`config.mk`:
```
export PLATFORM = sky130hd
export DESIGN_NAME = csif_unit
export DESIGN_NICKNAME = d
export VERILOG_FILES = /design/src/csif_unit.v /design/src/csif_bounds.v
export VERILOG_INCLUDE_DIRS = /design/src
export SDC_FILE = /design/constraint.sdc
export NUM_CORES = 1
export LEC_CHECK = 0
export BUFFER_PORTS_ARGS = -buffer_cell sky130_fd_sc_hd__buf_2
export CORE_ASPECT_RATIO = 0.6
export CORE_MARGIN = 1
export CORE_UTILIZATION = 54
export CTS_BUF_LIST = sky130_fd_sc_hd__clkbuf_4 sky130_fd_sc_hd__clkbuf_8
export CTS_CLUSTER_DIAMETER = 60
export DETAILED_ROUTE_END_ITERATION = 16
export PLACE_DENSITY_LB_ADDON = 0.1
export REMOVE_ABC_BUFFERS = 1
export SLEW_MARGIN = 20
export SYNTH_ARGS = -nofsm -noshare
export SYNTH_HDL_FRONTEND = slang
export SYNTH_SLANG_ARGS = --single-unit
```
`constraint.sdc`:
```
create_clock -name pclk -period 2.6 [get_ports pclk]
set_input_delay 0.13 -clock pclk [delete_from_list [all_inputs] [get_ports pclk]]
set_output_delay 0.13 -clock pclk [all_outputs]
set_load 0.01 [all_outputs]
```
`src/csif_consts.vh`:
```
// Constants for the context-state and interrupt-flag unit
`ifndef CSIF_CONSTS_VH
`define CSIF_CONSTS_VH
// Flag word bit positions
`define CSIF_F_XCPU      0
`define CSIF_F_DEAD      1
`define CSIF_F_PCLK      2
`define CSIF_F_MASTER_IO_PROCESSOR      3
`define CSIF_F_FPE       4
`define CSIF_F_ORE       5
`define CSIF_F_PRE       6
`define CSIF_F_MEM       7
`define CSIF_F_IOI       8
`define CSIF_F_EEX       9
`define CSIF_F_NEX       10
`define CSIF_NFLAGS      11
// Mode word bit positions
`define CSIF_M_IMM       0
`define CSIF_M_IOR       1
`define CSIF_M_ICM       2
`define CSIF_M_IFP       3
`define CSIF_M_IUM       4
`define CSIF_M_MM        5
`define CSIF_NMODE       6
// Field widths
`define CSIF_AW          24
`define CSIF_XA_W        8
`define CSIF_XA_LOW      4
`define CSIF_VL_W        7
`define CSIF_CL_W        3
`define CSIF_PS_W        1
// APB register offsets
`define CSIF_OFF_FLAGS   12'h000
`define CSIF_OFF_MODE    12'h004
`define CSIF_OFF_CTRL    12'h008
`define CSIF_OFF_XA      12'h00c
`define CSIF_OFF_VL      12'h010
`define CSIF_OFF_DBA     12'h014
`define CSIF_OFF_DLA     12'h018
`define CSIF_OFF_IBA     12'h01c
`define CSIF_OFF_ILA     12'h020
`define CSIF_OFF_STAT    12'h024
// Reset values
`define CSIF_RST_ZERO    32'h0000_0000
`define CSIF_RST_DLA     24'hff_ffff
`define CSIF_RST_ILA     24'hff_ffff
`endif

```
`src/csif_unit.v`:
```
// Context-state and interrupt-flag unit with APB register access
// Summary of operation
// - Second vector logic usable only while its enable field is set.
// - Any set flag raises the swap request; flag word stored with context.
// - Flags still set after a context load cause an immediate new swap.
// - Cross-processor interrupt from another processor sets its flag.
// - All processors of our cluster holding on test-and-set sets deadlock flag.
// - Programmable clock countdown reaching zero sets its flag.
// - Master I/O processor interrupt signal sets its flag.
// - Floating range error sets flag when float interrupt mode enabled.
// - Operand out of data bounds sets flag when operand mode enabled.
// - Instruction fetch outside instruction bounds sets flag unless in supervisor mode.
// - Memory error sets flag when that error class is enabled.
// - Channel transfer completion sets the I/O flag.
// - Error exit outside supervisor mode sets error-exit flag.
// - Normal exit outside both supervisor modes sets normal-exit flag.
// - Context address is 8 upper bits of 12-bit word address.
// - End of interval swaps registers with block at context address.
// - Vector length field gives element count of vector work.
// - Address extension applies only when extended addressing is set.
// - Operand allowed only if address at least data base.
// - Operand allowed only if address below data limit.
// - Operand outside data window raises operand range error condition.
// - Cluster number selects shared register set; zero denies all.
// - Instruction fetch allowed only at or above instruction base.
// - Supervisor mode blocks all interrupts but memory errors, exits included.
`timescale 1ns/1ps
`default_nettype none
`include "csif_consts.vh"
module csif_unit #(
  parameter NCPU = 4
) (
  input  wire                    pclk,
  input  wire                    presetn,
  // APB slave
  input  wire                    psel,
  input  wire                    penable,
  input  wire                    pwrite,
  input  wire [11:0]             paddr,
  input  wire [31:0]             pwdata,
  output reg  [31:0]             prdata,
  output wire                    pready,
  output wire                    pslverr,
  // Event sources
  input  wire                    xcpu_int,
  input  wire [NCPU-1:0]         peer_ts_hold,
  input  wire [NCPU*`CSIF_CL_W-1:0] peer_cluster,
  input  wire                    own_ts_hold,
  input  wire                    pclk_count_zero,
  input  wire                    master_io_processor,
  input  wire                    float_range_err,
  input  wire                    corr_mem_err,
  input  wire                    uncorr_mem_err,
  input  wire                    channel_done,
  input  wire                    error_exit_exec,
  input  wire                    normal_exit_exec,
  // Address checks
  input  wire                    operand_req,
  input  wire [`CSIF_AW-1:0]     operand_addr,
  input  wire                    fetch_req,
  input  wire [`CSIF_AW-1:0]     fetch_addr,
  // Context swap handshake with the issue logic
  input  wire                    interval_end,
  input  wire                    swap_done,
  input  wire [`CSIF_NFLAGS-1:0] load_flags,
  input  wire [`CSIF_NMODE-1:0]  load_mode,
  input  wire [`CSIF_XA_W-1:0]   load_xa,
  input  wire [`CSIF_VL_W-1:0]   load_vl,
  input  wire [`CSIF_AW-1:0]     load_dba,
  input  wire [`CSIF_AW-1:0]     load_dla,
  input  wire [`CSIF_AW-1:0]     load_iba,
  input  wire [`CSIF_AW-1:0]     load_ila,
  input  wire [`CSIF_CL_W-1:0]   load_cluster,
  input  wire [`CSIF_PS_W-1:0]   load_ps,
  input  wire                    load_svl,
  input  wire                    load_eam,
  output wire                    request_interrupt,
  output reg                     swap_active,
  output wire [11:0]             swap_word_addr,
  output wire [`CSIF_NFLAGS-1:0] store_flags,
  output wire [`CSIF_PS_W-1:0]   store_ps,
  // Context fields toward the datapath
  output wire                    second_vlogic_enable,
  output wire [`CSIF_VL_W-1:0]   vector_length,
  output wire                    extended_addressing,
  output wire [`CSIF_CL_W-1:0]   cluster_number,
  output wire                    shared_access_ok,
  output wire                    operand_ok,
  output wire                    fetch_ok
);

  //////////////////////////////////////////////////////////////////////
  // Context state
  // Only the fields this unit acts on are held here; address and scalar
  // registers are moved by the issue logic during the swap itself.
  reg [`CSIF_NFLAGS-1:0] flags_r;
  reg [`CSIF_NMODE-1:0]  mode_r;
  reg [`CSIF_XA_W-1:0]   xa_r;
  reg [`CSIF_VL_W-1:0]   vl_r;
  reg [`CSIF_AW-1:0]     dba_r;
  reg [`CSIF_AW-1:0]     dla_r;
  reg [`CSIF_AW-1:0]     iba_r;
  reg [`CSIF_AW-1:0]     ila_r;
  reg [`CSIF_CL_W-1:0]   cl_r;
  reg [`CSIF_PS_W-1:0]   ps_r;
  reg                    svl_r;
  reg                    eam_r;
  reg [`CSIF_NFLAGS-1:0] flags_nxt;
  reg [`CSIF_NFLAGS-1:0] ev;

  wire op_lo;
  wire op_hi;
  wire op_in;
  wire fe_lo;
  wire fe_in;
  wire sup;
  wire supervisor_interrupt_mode;
  wire deadlock;

  //////////////////////////////////////////////////////////////////////
  // Bounds checkers
  csif_bounds u_opchk (
    .addr     (operand_addr),
    .base     (dba_r),
    .limit    (dla_r),
    .lo_ok    (op_lo),
    .hi_ok    (op_hi),
    .in_range (op_in)
  );

  csif_bounds u_fechk (
    .addr     (fetch_addr),
    .base     (iba_r),
    .limit    (ila_r),
    .lo_ok    (fe_lo),
    .hi_ok    (),
    .in_range (fe_in)
  );

  // Operand permission needs both bounds
  assign operand_ok = op_lo & op_hi;
  // Fetch permission checked at buffer fetch time
  assign fetch_ok   = fe_lo & fe_in;

  //////////////////////////////////////////////////////////////////////
  // Deadlock: every peer sharing our nonzero cluster holds on test-and-set
  wire [NCPU-1:0] peer_blocks;
  genvar gi;
  generate
    for (gi = 0; gi < NCPU; gi = gi + 1) begin : g_peer
      // A peer in another cluster cannot hold ours back
      assign peer_blocks[gi] =
        (peer_cluster[gi*`CSIF_CL_W +: `CSIF_CL_W] != cl_r) | peer_ts_hold[gi];
    end
  endgenerate
  // A zero cluster never deadlocks: such a processor shares nothing
  assign deadlock = own_ts_hold & (cl_r != {`CSIF_CL_W{1'b0}}) & (&peer_blocks);

  //////////////////////////////////////////////////////////////////////
  // Event gating; supervisor mode passes only memory errors
  // Events are level sensitive: a source held high keeps re-setting its
  // flag, so it must drop before the swap completes or the swap repeats.
  // Exit events are masked in supervisor mode by their own flag rules,
  // so in practice only memory errors pass the supervisor gate.
  assign sup = mode_r[`CSIF_M_MM];
  assign supervisor_interrupt_mode = mode_r[`CSIF_M_IMM];
  always @* begin
    ev = {`CSIF_NFLAGS{1'b0}};
    ev[`CSIF_F_XCPU] = xcpu_int & ~sup;
    ev[`CSIF_F_DEAD] = deadlock & ~sup;
    ev[`CSIF_F_PCLK] = pclk_count_zero & ~sup;
    ev[`CSIF_F_MASTER_IO_PROCESSOR] = master_io_processor & ~sup;
    ev[`CSIF_F_FPE]  = float_range_err & mode_r[`CSIF_M_IFP] & ~sup;
    ev[`CSIF_F_ORE]  = operand_req & ~op_in & mode_r[`CSIF_M_IOR] & ~sup;
    ev[`CSIF_F_PRE]  = fetch_req & ~fe_in & ~sup;
    ev[`CSIF_F_MEM]  = (corr_mem_err & mode_r[`CSIF_M_ICM]) |
                       (uncorr_mem_err & mode_r[`CSIF_M_IUM]);
    ev[`CSIF_F_IOI]  = channel_done & ~sup;
    ev[`CSIF_F_EEX]  = error_exit_exec & ~sup;
    ev[`CSIF_F_NEX]  = normal_exit_exec & ~sup & ~supervisor_interrupt_mode;
  end

  //////////////////////////////////////////////////////////////////////
  // APB decode; zero-wait slave, unmapped addresses answer with error
  // No register needs a wait state, so pready is tied high and the
  // access phase always completes in one cycle.
  wire acc = psel & penable;
  wire wr  = acc & pwrite;
  reg  hit;
  always @* begin
    case (paddr)
      `CSIF_OFF_FLAGS, `CSIF_OFF_MODE, `CSIF_OFF_CTRL, `CSIF_OFF_XA,
      `CSIF_OFF_VL, `CSIF_OFF_DBA, `CSIF_OFF_DLA, `CSIF_OFF_IBA,
      `CSIF_OFF_ILA, `CSIF_OFF_STAT: hit = 1'b1;
      default: hit = 1'b0;
    endcase
  end
  assign pready  = 1'b1;
  assign pslverr = acc & ~hit;

  // Flag word: events set, a context load replaces, software write-1 clears.
  // Set wins over any clear in the same cycle.
  // A load replaces the word outright: supervisor code must have cleared
  // the stored copy, otherwise the reload starts the next swap at once.
  always @* begin
    flags_nxt = flags_r;
    if (swap_done) begin
      flags_nxt = load_flags;
    end else if (wr && paddr == `CSIF_OFF_FLAGS) begin
      flags_nxt = flags_r & ~pwdata[`CSIF_NFLAGS-1:0];
    end
    flags_nxt = flags_nxt | ev;
  end

  //////////////////////////////////////////////////////////////////////
  // Swap sequencer: idle -> swapping until the issue logic reports done
  // End of interval is ignored while swapping, so a late one cannot
  // restart a sequence that is already moving context words.
  localparam ST_RUN  = 1'b0;
  localparam ST_SWAP = 1'b1;
  reg state_r;
  reg state_nxt;
  always @* begin
    state_nxt = state_r;
    case (state_r)
      ST_RUN:  if (interval_end || request_interrupt) state_nxt = ST_SWAP;
      ST_SWAP: if (swap_done) state_nxt = ST_RUN;
      default: state_nxt = ST_RUN;
    endcase
  end

  always @(posedge pclk or negedge presetn) begin
    if (!presetn) begin
      state_r     <= ST_RUN;
      swap_active <= 1'b0;
    end else begin
      state_r     <= state_nxt;
      swap_active <= (state_nxt == ST_SWAP);
    end
  end

  // Request raised whenever any flag is set and no swap is under way;
  // after a load that leaves flags set it rises again at once.
  assign request_interrupt = (|flags_r) & (state_r == ST_RUN);

  // Block base is 8-bit field with four zero low bits, inside 4096 words
  assign swap_word_addr = {xa_r, {`CSIF_XA_LOW{1'b0}}};
  assign store_flags    = flags_r;
  assign store_ps       = ps_r;

  //////////////////////////////////////////////////////////////////////
  // Context registers: loaded on swap completion, writable over APB
  // A load wins over an APB write in the same cycle, so software can
  // never leave a freshly loaded context half overwritten.
  always @(posedge pclk or negedge presetn) begin
    if (!presetn) begin
      flags_r <= {`CSIF_NFLAGS{1'b0}};
      mode_r  <= {`CSIF_NMODE{1'b0}};
      xa_r    <= {`CSIF_XA_W{1'b0}};
      vl_r    <= {`CSIF_VL_W{1'b0}};
      dba_r   <= {`CSIF_AW{1'b0}};
      dla_r   <= `CSIF_RST_DLA;
      iba_r   <= {`CSIF_AW{1'b0}};
      ila_r   <= `CSIF_RST_ILA;
      cl_r    <= {`CSIF_CL_W{1'b0}};
      ps_r    <= {`CSIF_PS_W{1'b0}};
      svl_r   <= 1'b0;
      eam_r   <= 1'b0;
    end else begin
      flags_r <= flags_nxt;
      if (swap_done) begin
        mode_r <= load_mode;
        xa_r   <= load_xa;
        vl_r   <= load_vl;
        dba_r  <= load_dba;
        dla_r  <= load_dla;
        iba_r  <= load_iba;
        ila_r  <= load_ila;
        cl_r   <= load_cluster;
        ps_r   <= load_ps;
        svl_r  <= load_svl;
        eam_r  <= load_eam;
      end else if (wr) begin
        case (paddr)
          `CSIF_OFF_MODE: mode_r <= pwdata[`CSIF_NMODE-1:0];
          `CSIF_OFF_CTRL: begin
            svl_r <= pwdata[0];
            eam_r <= pwdata[1];
            cl_r  <= pwdata[4+`CSIF_CL_W-1:4];
            ps_r  <= pwdata[8+`CSIF_PS_W-1:8];
          end
          `CSIF_OFF_XA:  xa_r  <= pwdata[`CSIF_XA_W-1:0];
          `CSIF_OFF_VL:  vl_r  <= pwdata[`CSIF_VL_W-1:0];
          `CSIF_OFF_DBA: dba_r <= pwdata[`CSIF_AW-1:0];
          `CSIF_OFF_DLA: dla_r <= pwdata[`CSIF_AW-1:0];
          `CSIF_OFF_IBA: iba_r <= pwdata[`CSIF_AW-1:0];
          `CSIF_OFF_ILA: ila_r <= pwdata[`CSIF_AW-1:0];
          default: ;
        endcase
      end
    end
  end

  //////////////////////////////////////////////////////////////////////
  // Field outputs to the datapath
  assign second_vlogic_enable = svl_r;
  assign vector_length        = vl_r;
  assign extended_addressing  = eam_r;
  assign cluster_number       = cl_r;
  // Gate for the shared-register decode; cluster_number picks the set
  // Zero cluster denies every shared and semaphore register
  assign shared_access_ok     = (cl_r != {`CSIF_CL_W{1'b0}});

  //////////////////////////////////////////////////////////////////////
  // Read data registered in the setup cycle so it is stable in access
  // Costs a flop per bit, but keeps prdata free of glitches while the
  // master samples it at the end of the access phase.
  always @(posedge pclk or negedge presetn) begin
    if (!presetn) begin
      prdata <= `CSIF_RST_ZERO;
    end else if (psel && !penable && !pwrite) begin
      case (paddr)
        `CSIF_OFF_FLAGS: prdata <= {{(32-`CSIF_NFLAGS){1'b0}}, flags_r};
        `CSIF_OFF_MODE:  prdata <= {{(32-`CSIF_NMODE){1'b0}}, mode_r};
        `CSIF_OFF_CTRL:  prdata <= {23'h0, ps_r, 1'b0, cl_r, 2'b00, eam_r, svl_r};
        `CSIF_OFF_XA:    prdata <= {24'h0, xa_r};
        `CSIF_OFF_VL:    prdata <= {25'h0, vl_r};
        `CSIF_OFF_DBA:   prdata <= {8'h0, dba_r};
        `CSIF_OFF_DLA:   prdata <= {8'h0, dla_r};
        `CSIF_OFF_IBA:   prdata <= {8'h0, iba_r};
        `CSIF_OFF_ILA:   prdata <= {8'h0, ila_r};
        `CSIF_OFF_STAT:  prdata <= {28'h0, deadlock, shared_access_ok,
                                    swap_active, request_interrupt};
        default:         prdata <= `CSIF_RST_ZERO;
      endcase
    end
  end

endmodule // csif_unit
`default_nettype wire

```
`src/csif_bounds.v`:
```
// Half-open address window check: base <= addr < limit
`timescale 1ns/1ps
`default_nettype none
`include "csif_consts.vh"
module csif_bounds (
  input  wire [`CSIF_AW-1:0] addr,
  input  wire [`CSIF_AW-1:0] base,
  input  wire [`CSIF_AW-1:0] limit,
  output wire                lo_ok,
  output wire                hi_ok,
  output wire                in_range
);
  // Lower bound is inclusive, upper bound exclusive
  assign lo_ok    = (addr >= base);
  assign hi_ok    = (addr < limit);
  assign in_range = lo_ok & hi_ok;
endmodule // csif_bounds
`default_nettype wire

```
==> metrics.md <==
| Metric | Value |
|---|---|
| Outcome | `finished with violations` |
| Failing checks | `negative setup slack` |
| Syn Area/Cell | `8.93 um^2` |
| Final min period | `2750 ps` |
| Area leader, netlist | `dfrtp_1` |
| EDFF count, synth | `0` |
| CORE AREA | `0.0200 mm^2` |
| Hold Crit Class | `input pin to flop` |
| Routed vias | `11710` |
| Adder-cell share of the synthesized area | `10.6%` |
| Die width | `187 um` |
| Initial Utilization | `55.3%` |
| Full die area | `0.0211 mm^2` |
| Post-Synth Simple-Gate Area | `13.5%` |
| Crit end category | `output port` |
| Routed vias/inst | `5.74` |
| R2r startpoint | `dla_r[12]$_DFFE_PN1P_` |
| Max Slew Vio Count | `0` |
| Worst path required time | `2470 ps` |
| Setup violations, final | `2` |
| Leakage | `7.25 nW` |
| Seq/Total Area, Yosys | `36.5%` |
| First-pass GRT wire length | `64700 um` |
| FP Rows | `40` |
| PortBufs | `314` |
| Routed len/inst | `21.0 um` |
| Most common cell in the netlist | `nand2_1` |
| Worst Setup SP | `dla_r[12]$_DFFE_PN1P_` |
| Skew-Pair Late Insertion Delay | `500 ps` |
| WS Path Type | `flop to output port` |
| I/O pin count | `336` |
| Ys async rst share | `100%` |
| Post-Route Skew | `17.2 ps` |
| Die Y | `113 um` |
| R2R depth | `9` |
| Gpl congestion | `0.951` |
| Clock root buffer | `clkbuf_8` |
| Final hold violation count | `0` |
| Fin crit share | `106%` |
| Largest net degree at the start of global routing | `100` |
| Post-Syn Instances | `1240` |
| CP startpoint kind | `flop` |
| Worst Hold End | `dba_r[14]$_DFFE_PN0P_` |
| CTS H-Tree Depth | `4` |
| Initial antenna violation count | `3` |
| Complex-gate fraction of the synthesized area | `18.4%` |
| Post-synthesis mux area share | `12.1%` |
| Post-synth top cells | `182 x nand2_1, 143 x o21ai_0, 130 x mux2i_1, 111 x dfrtp_1, 109 x inv_1` |
| Clock-pin slew on the worst setup and hold paths | `100 ps` |
| Synth-to-Final Area Change | `41.6%` |
| Num CTS Buffers | `17` |
| Synth Cell Area | `0.0111 mm^2` |
| HPWL after DPL | `29300 um` |
| DRC viols | `0` |
| Remaining antenna violation count after routing | `0` |
| Total gr overflow | `0` |
| GRT Total Usage | `40.6%` |
| Top-area cell type share of the netlist area | `25.1%` |
| Number of DRC markers in iteration 0 | `1245` |
| Setup TNS | `-209 ps` |
| Worst-path fanout max | `2` |
| Final std cells w/o fill | `2039` |
| Slew HR | `46.3%` |
| Max-cap violations | `0` |
| Max clock buf depth | `2` |
| RSZ-0062 raised after global routing | `true` |
| Post-synthesis register bit count | `159` |
| Worst hold start | `pwdata[14]` |
| Filler instances | `1384` |
| Slew @ Worst Pin | `804 ps` |
| XOR/XNOR Fraction of Synth Area | `0.949%` |
| R2r endpoint | `store_flags[5]$_DFF_PN0_` |
| Main synth FF type | `dfrtp_1` |
| Drt first pass iters | `6` |
| Inst Count DP | `1785` |
| CTS Sinks | `159` |
| Peak VDD IR | `0.000399 V` |
| Pre-CTS WS | `48.4 ps` |
| Max Clock Freq | `0.364 GHz` |
| Arrival @ worst endpoint | `2620 ps` |
| Library cells used by synthesis | `66` |
| Largest family of logic cells by synthesized area | `compound AO/OA/AOI/OAI gates` |
| Top post-synthesis cells by area | `dfrtp_1 25%, mux2i_1 12%, dfstp_2 11%` |
| Share of cells above drive strength 1 | `28.2%` |
| Final nets | `2103` |
| Final WS setup | `-145 ps` |
| Power density cells | `429 mW/mm^2` |
| Reg2reg setup slack | `180 ps` |
| Hold path cells | `3` |
| Final WL | `42800 um` |
| CTS tree | `done` |
| Vias in the first global route | `11317` |
| Syn. warnings | `0` |
[critical path: stages, from the launching register on]
cell and delay, ps:
dfstp_2 580, inv_4 60, ha_4 250, nand4_1 170
nor3_4 290, o2111ai_2 210, o211ai_1 200, a311oi_2 180
buf_2 170
[how the worst max path moves through the flow]
stage               slack [ps]              endpoint  cells after the start
global route              -240            operand_ok                      8
detailed placement          50            operand_ok                      8
finish                    -150            operand_ok                      8
CTS                       -110              fetch_ok                      9
global placement            60            operand_ok                      9
floorplan                 -180  ila_r[0]$_DFFE_PN1P_                      6
[flip-flops by register name, indices dropped and copies added, names as in the netlist, 6 cells and up]
name	cells
dba_r	24
dla_r	24
iba_r	24
ila_r	24
prdata	24
store_flags	11
xa_r	8
vector_length	7
mode_r	6
[logic make-up (layout without fill, tap and decap cells)]
family / after synthesis / count (layout)
other: 2 / 18
XOR/XNOR: 12 / 12
AO/OA/AOI/OAI: 340 / 340
adder cells (fa/ha/maj): 94 / 94
buffers and inverters: 198 / 708
flip-flops: 159 / 159
AND/OR/NAND/NOR: 302 / 302
multiplexers: 133 / 133
[per-layer routing]
layer | track usage, % | routed length, um | part of all wire, % | vias up
li1 | - | - | - | 5383
met1 | 57.9 | 18500 | 43 | 5546
met2 | 57.5 | 17600 | 41 | 698
met3 | 14.6 | 5750 | 13 | 81
met4 | 12.0 | 912 | 2.1 | 2
met5 | 0 | 13 | 0.030 | -
[layout by cell type, fill, tap and decap left out, drive strengths merged, types with 18 or more instances in the layout]
cell,count
a21oi,52
buf,363
clkbuf,18
dfrtp,111
dfstp,48
dlygate4sd3,204
ha,94
inv,113
mux2i,130
nand2,182
nor2,32
o21ai,180
[report_power, final]
group | internal (mW) | leakage (nW) | switching (mW) | total [mW]
Combinational | 0.925 | 5.18 | 0.980 | 1.90
Sequential | 2.72 | 1.89 | 0.223 | 2.94
Clock | 0.798 | 0.189 | 1.08 | 1.88
Total | 4.44 | 7.25 | 2.29 | 6.73
[metrics by stage]
step	cell area [um^2]	utilization, %	power (mW)	hold WS, ps
2_1_floorplan	10600	-	3.61	-166
3_3_place_gp	12900	64.6	4.37	119
3_5_place_dp	12900	64.6	4.41	121
4_1_cts	15500	77.3	6.58	5.90
5_1_grt	15700	78.3	7.02	20.8
6_report	15700	78.3	6.73	30.0
[final cells by class]
| class | count | area [um^2] | share of cell area, % |
|---|---|---|---|
| Antenna cell | 5 | 12.5 | 0.0798 |
| Clock buffer | 18 | 248 | 1.58 |
| Clock inverter | 14 | 134 | 0.854 |
| Inverter | 109 | 412 | 2.63 |
| Multi-Input combinational cell | 894 | 6410 | 40.9 |
| Sequential cell | 159 | 4040 | 25.8 |
| Tap cell | 273 | 342 | 2.18 |
| Timing Repair Buffer | 567 | 4080 | 26.0 |
[repair_timing]
item / in CTS / in global routing
gates resized for setup: 18 / 26
setup endpoints to repair: 2 / 2
gates cloned: 0 / 0
setup buffers: 7 / 6
pin swaps: 10 / 15
hold endpoints to repair: 184 / 0
hold buffers: 204 / 0
Power figures use the tool's default switching activity.
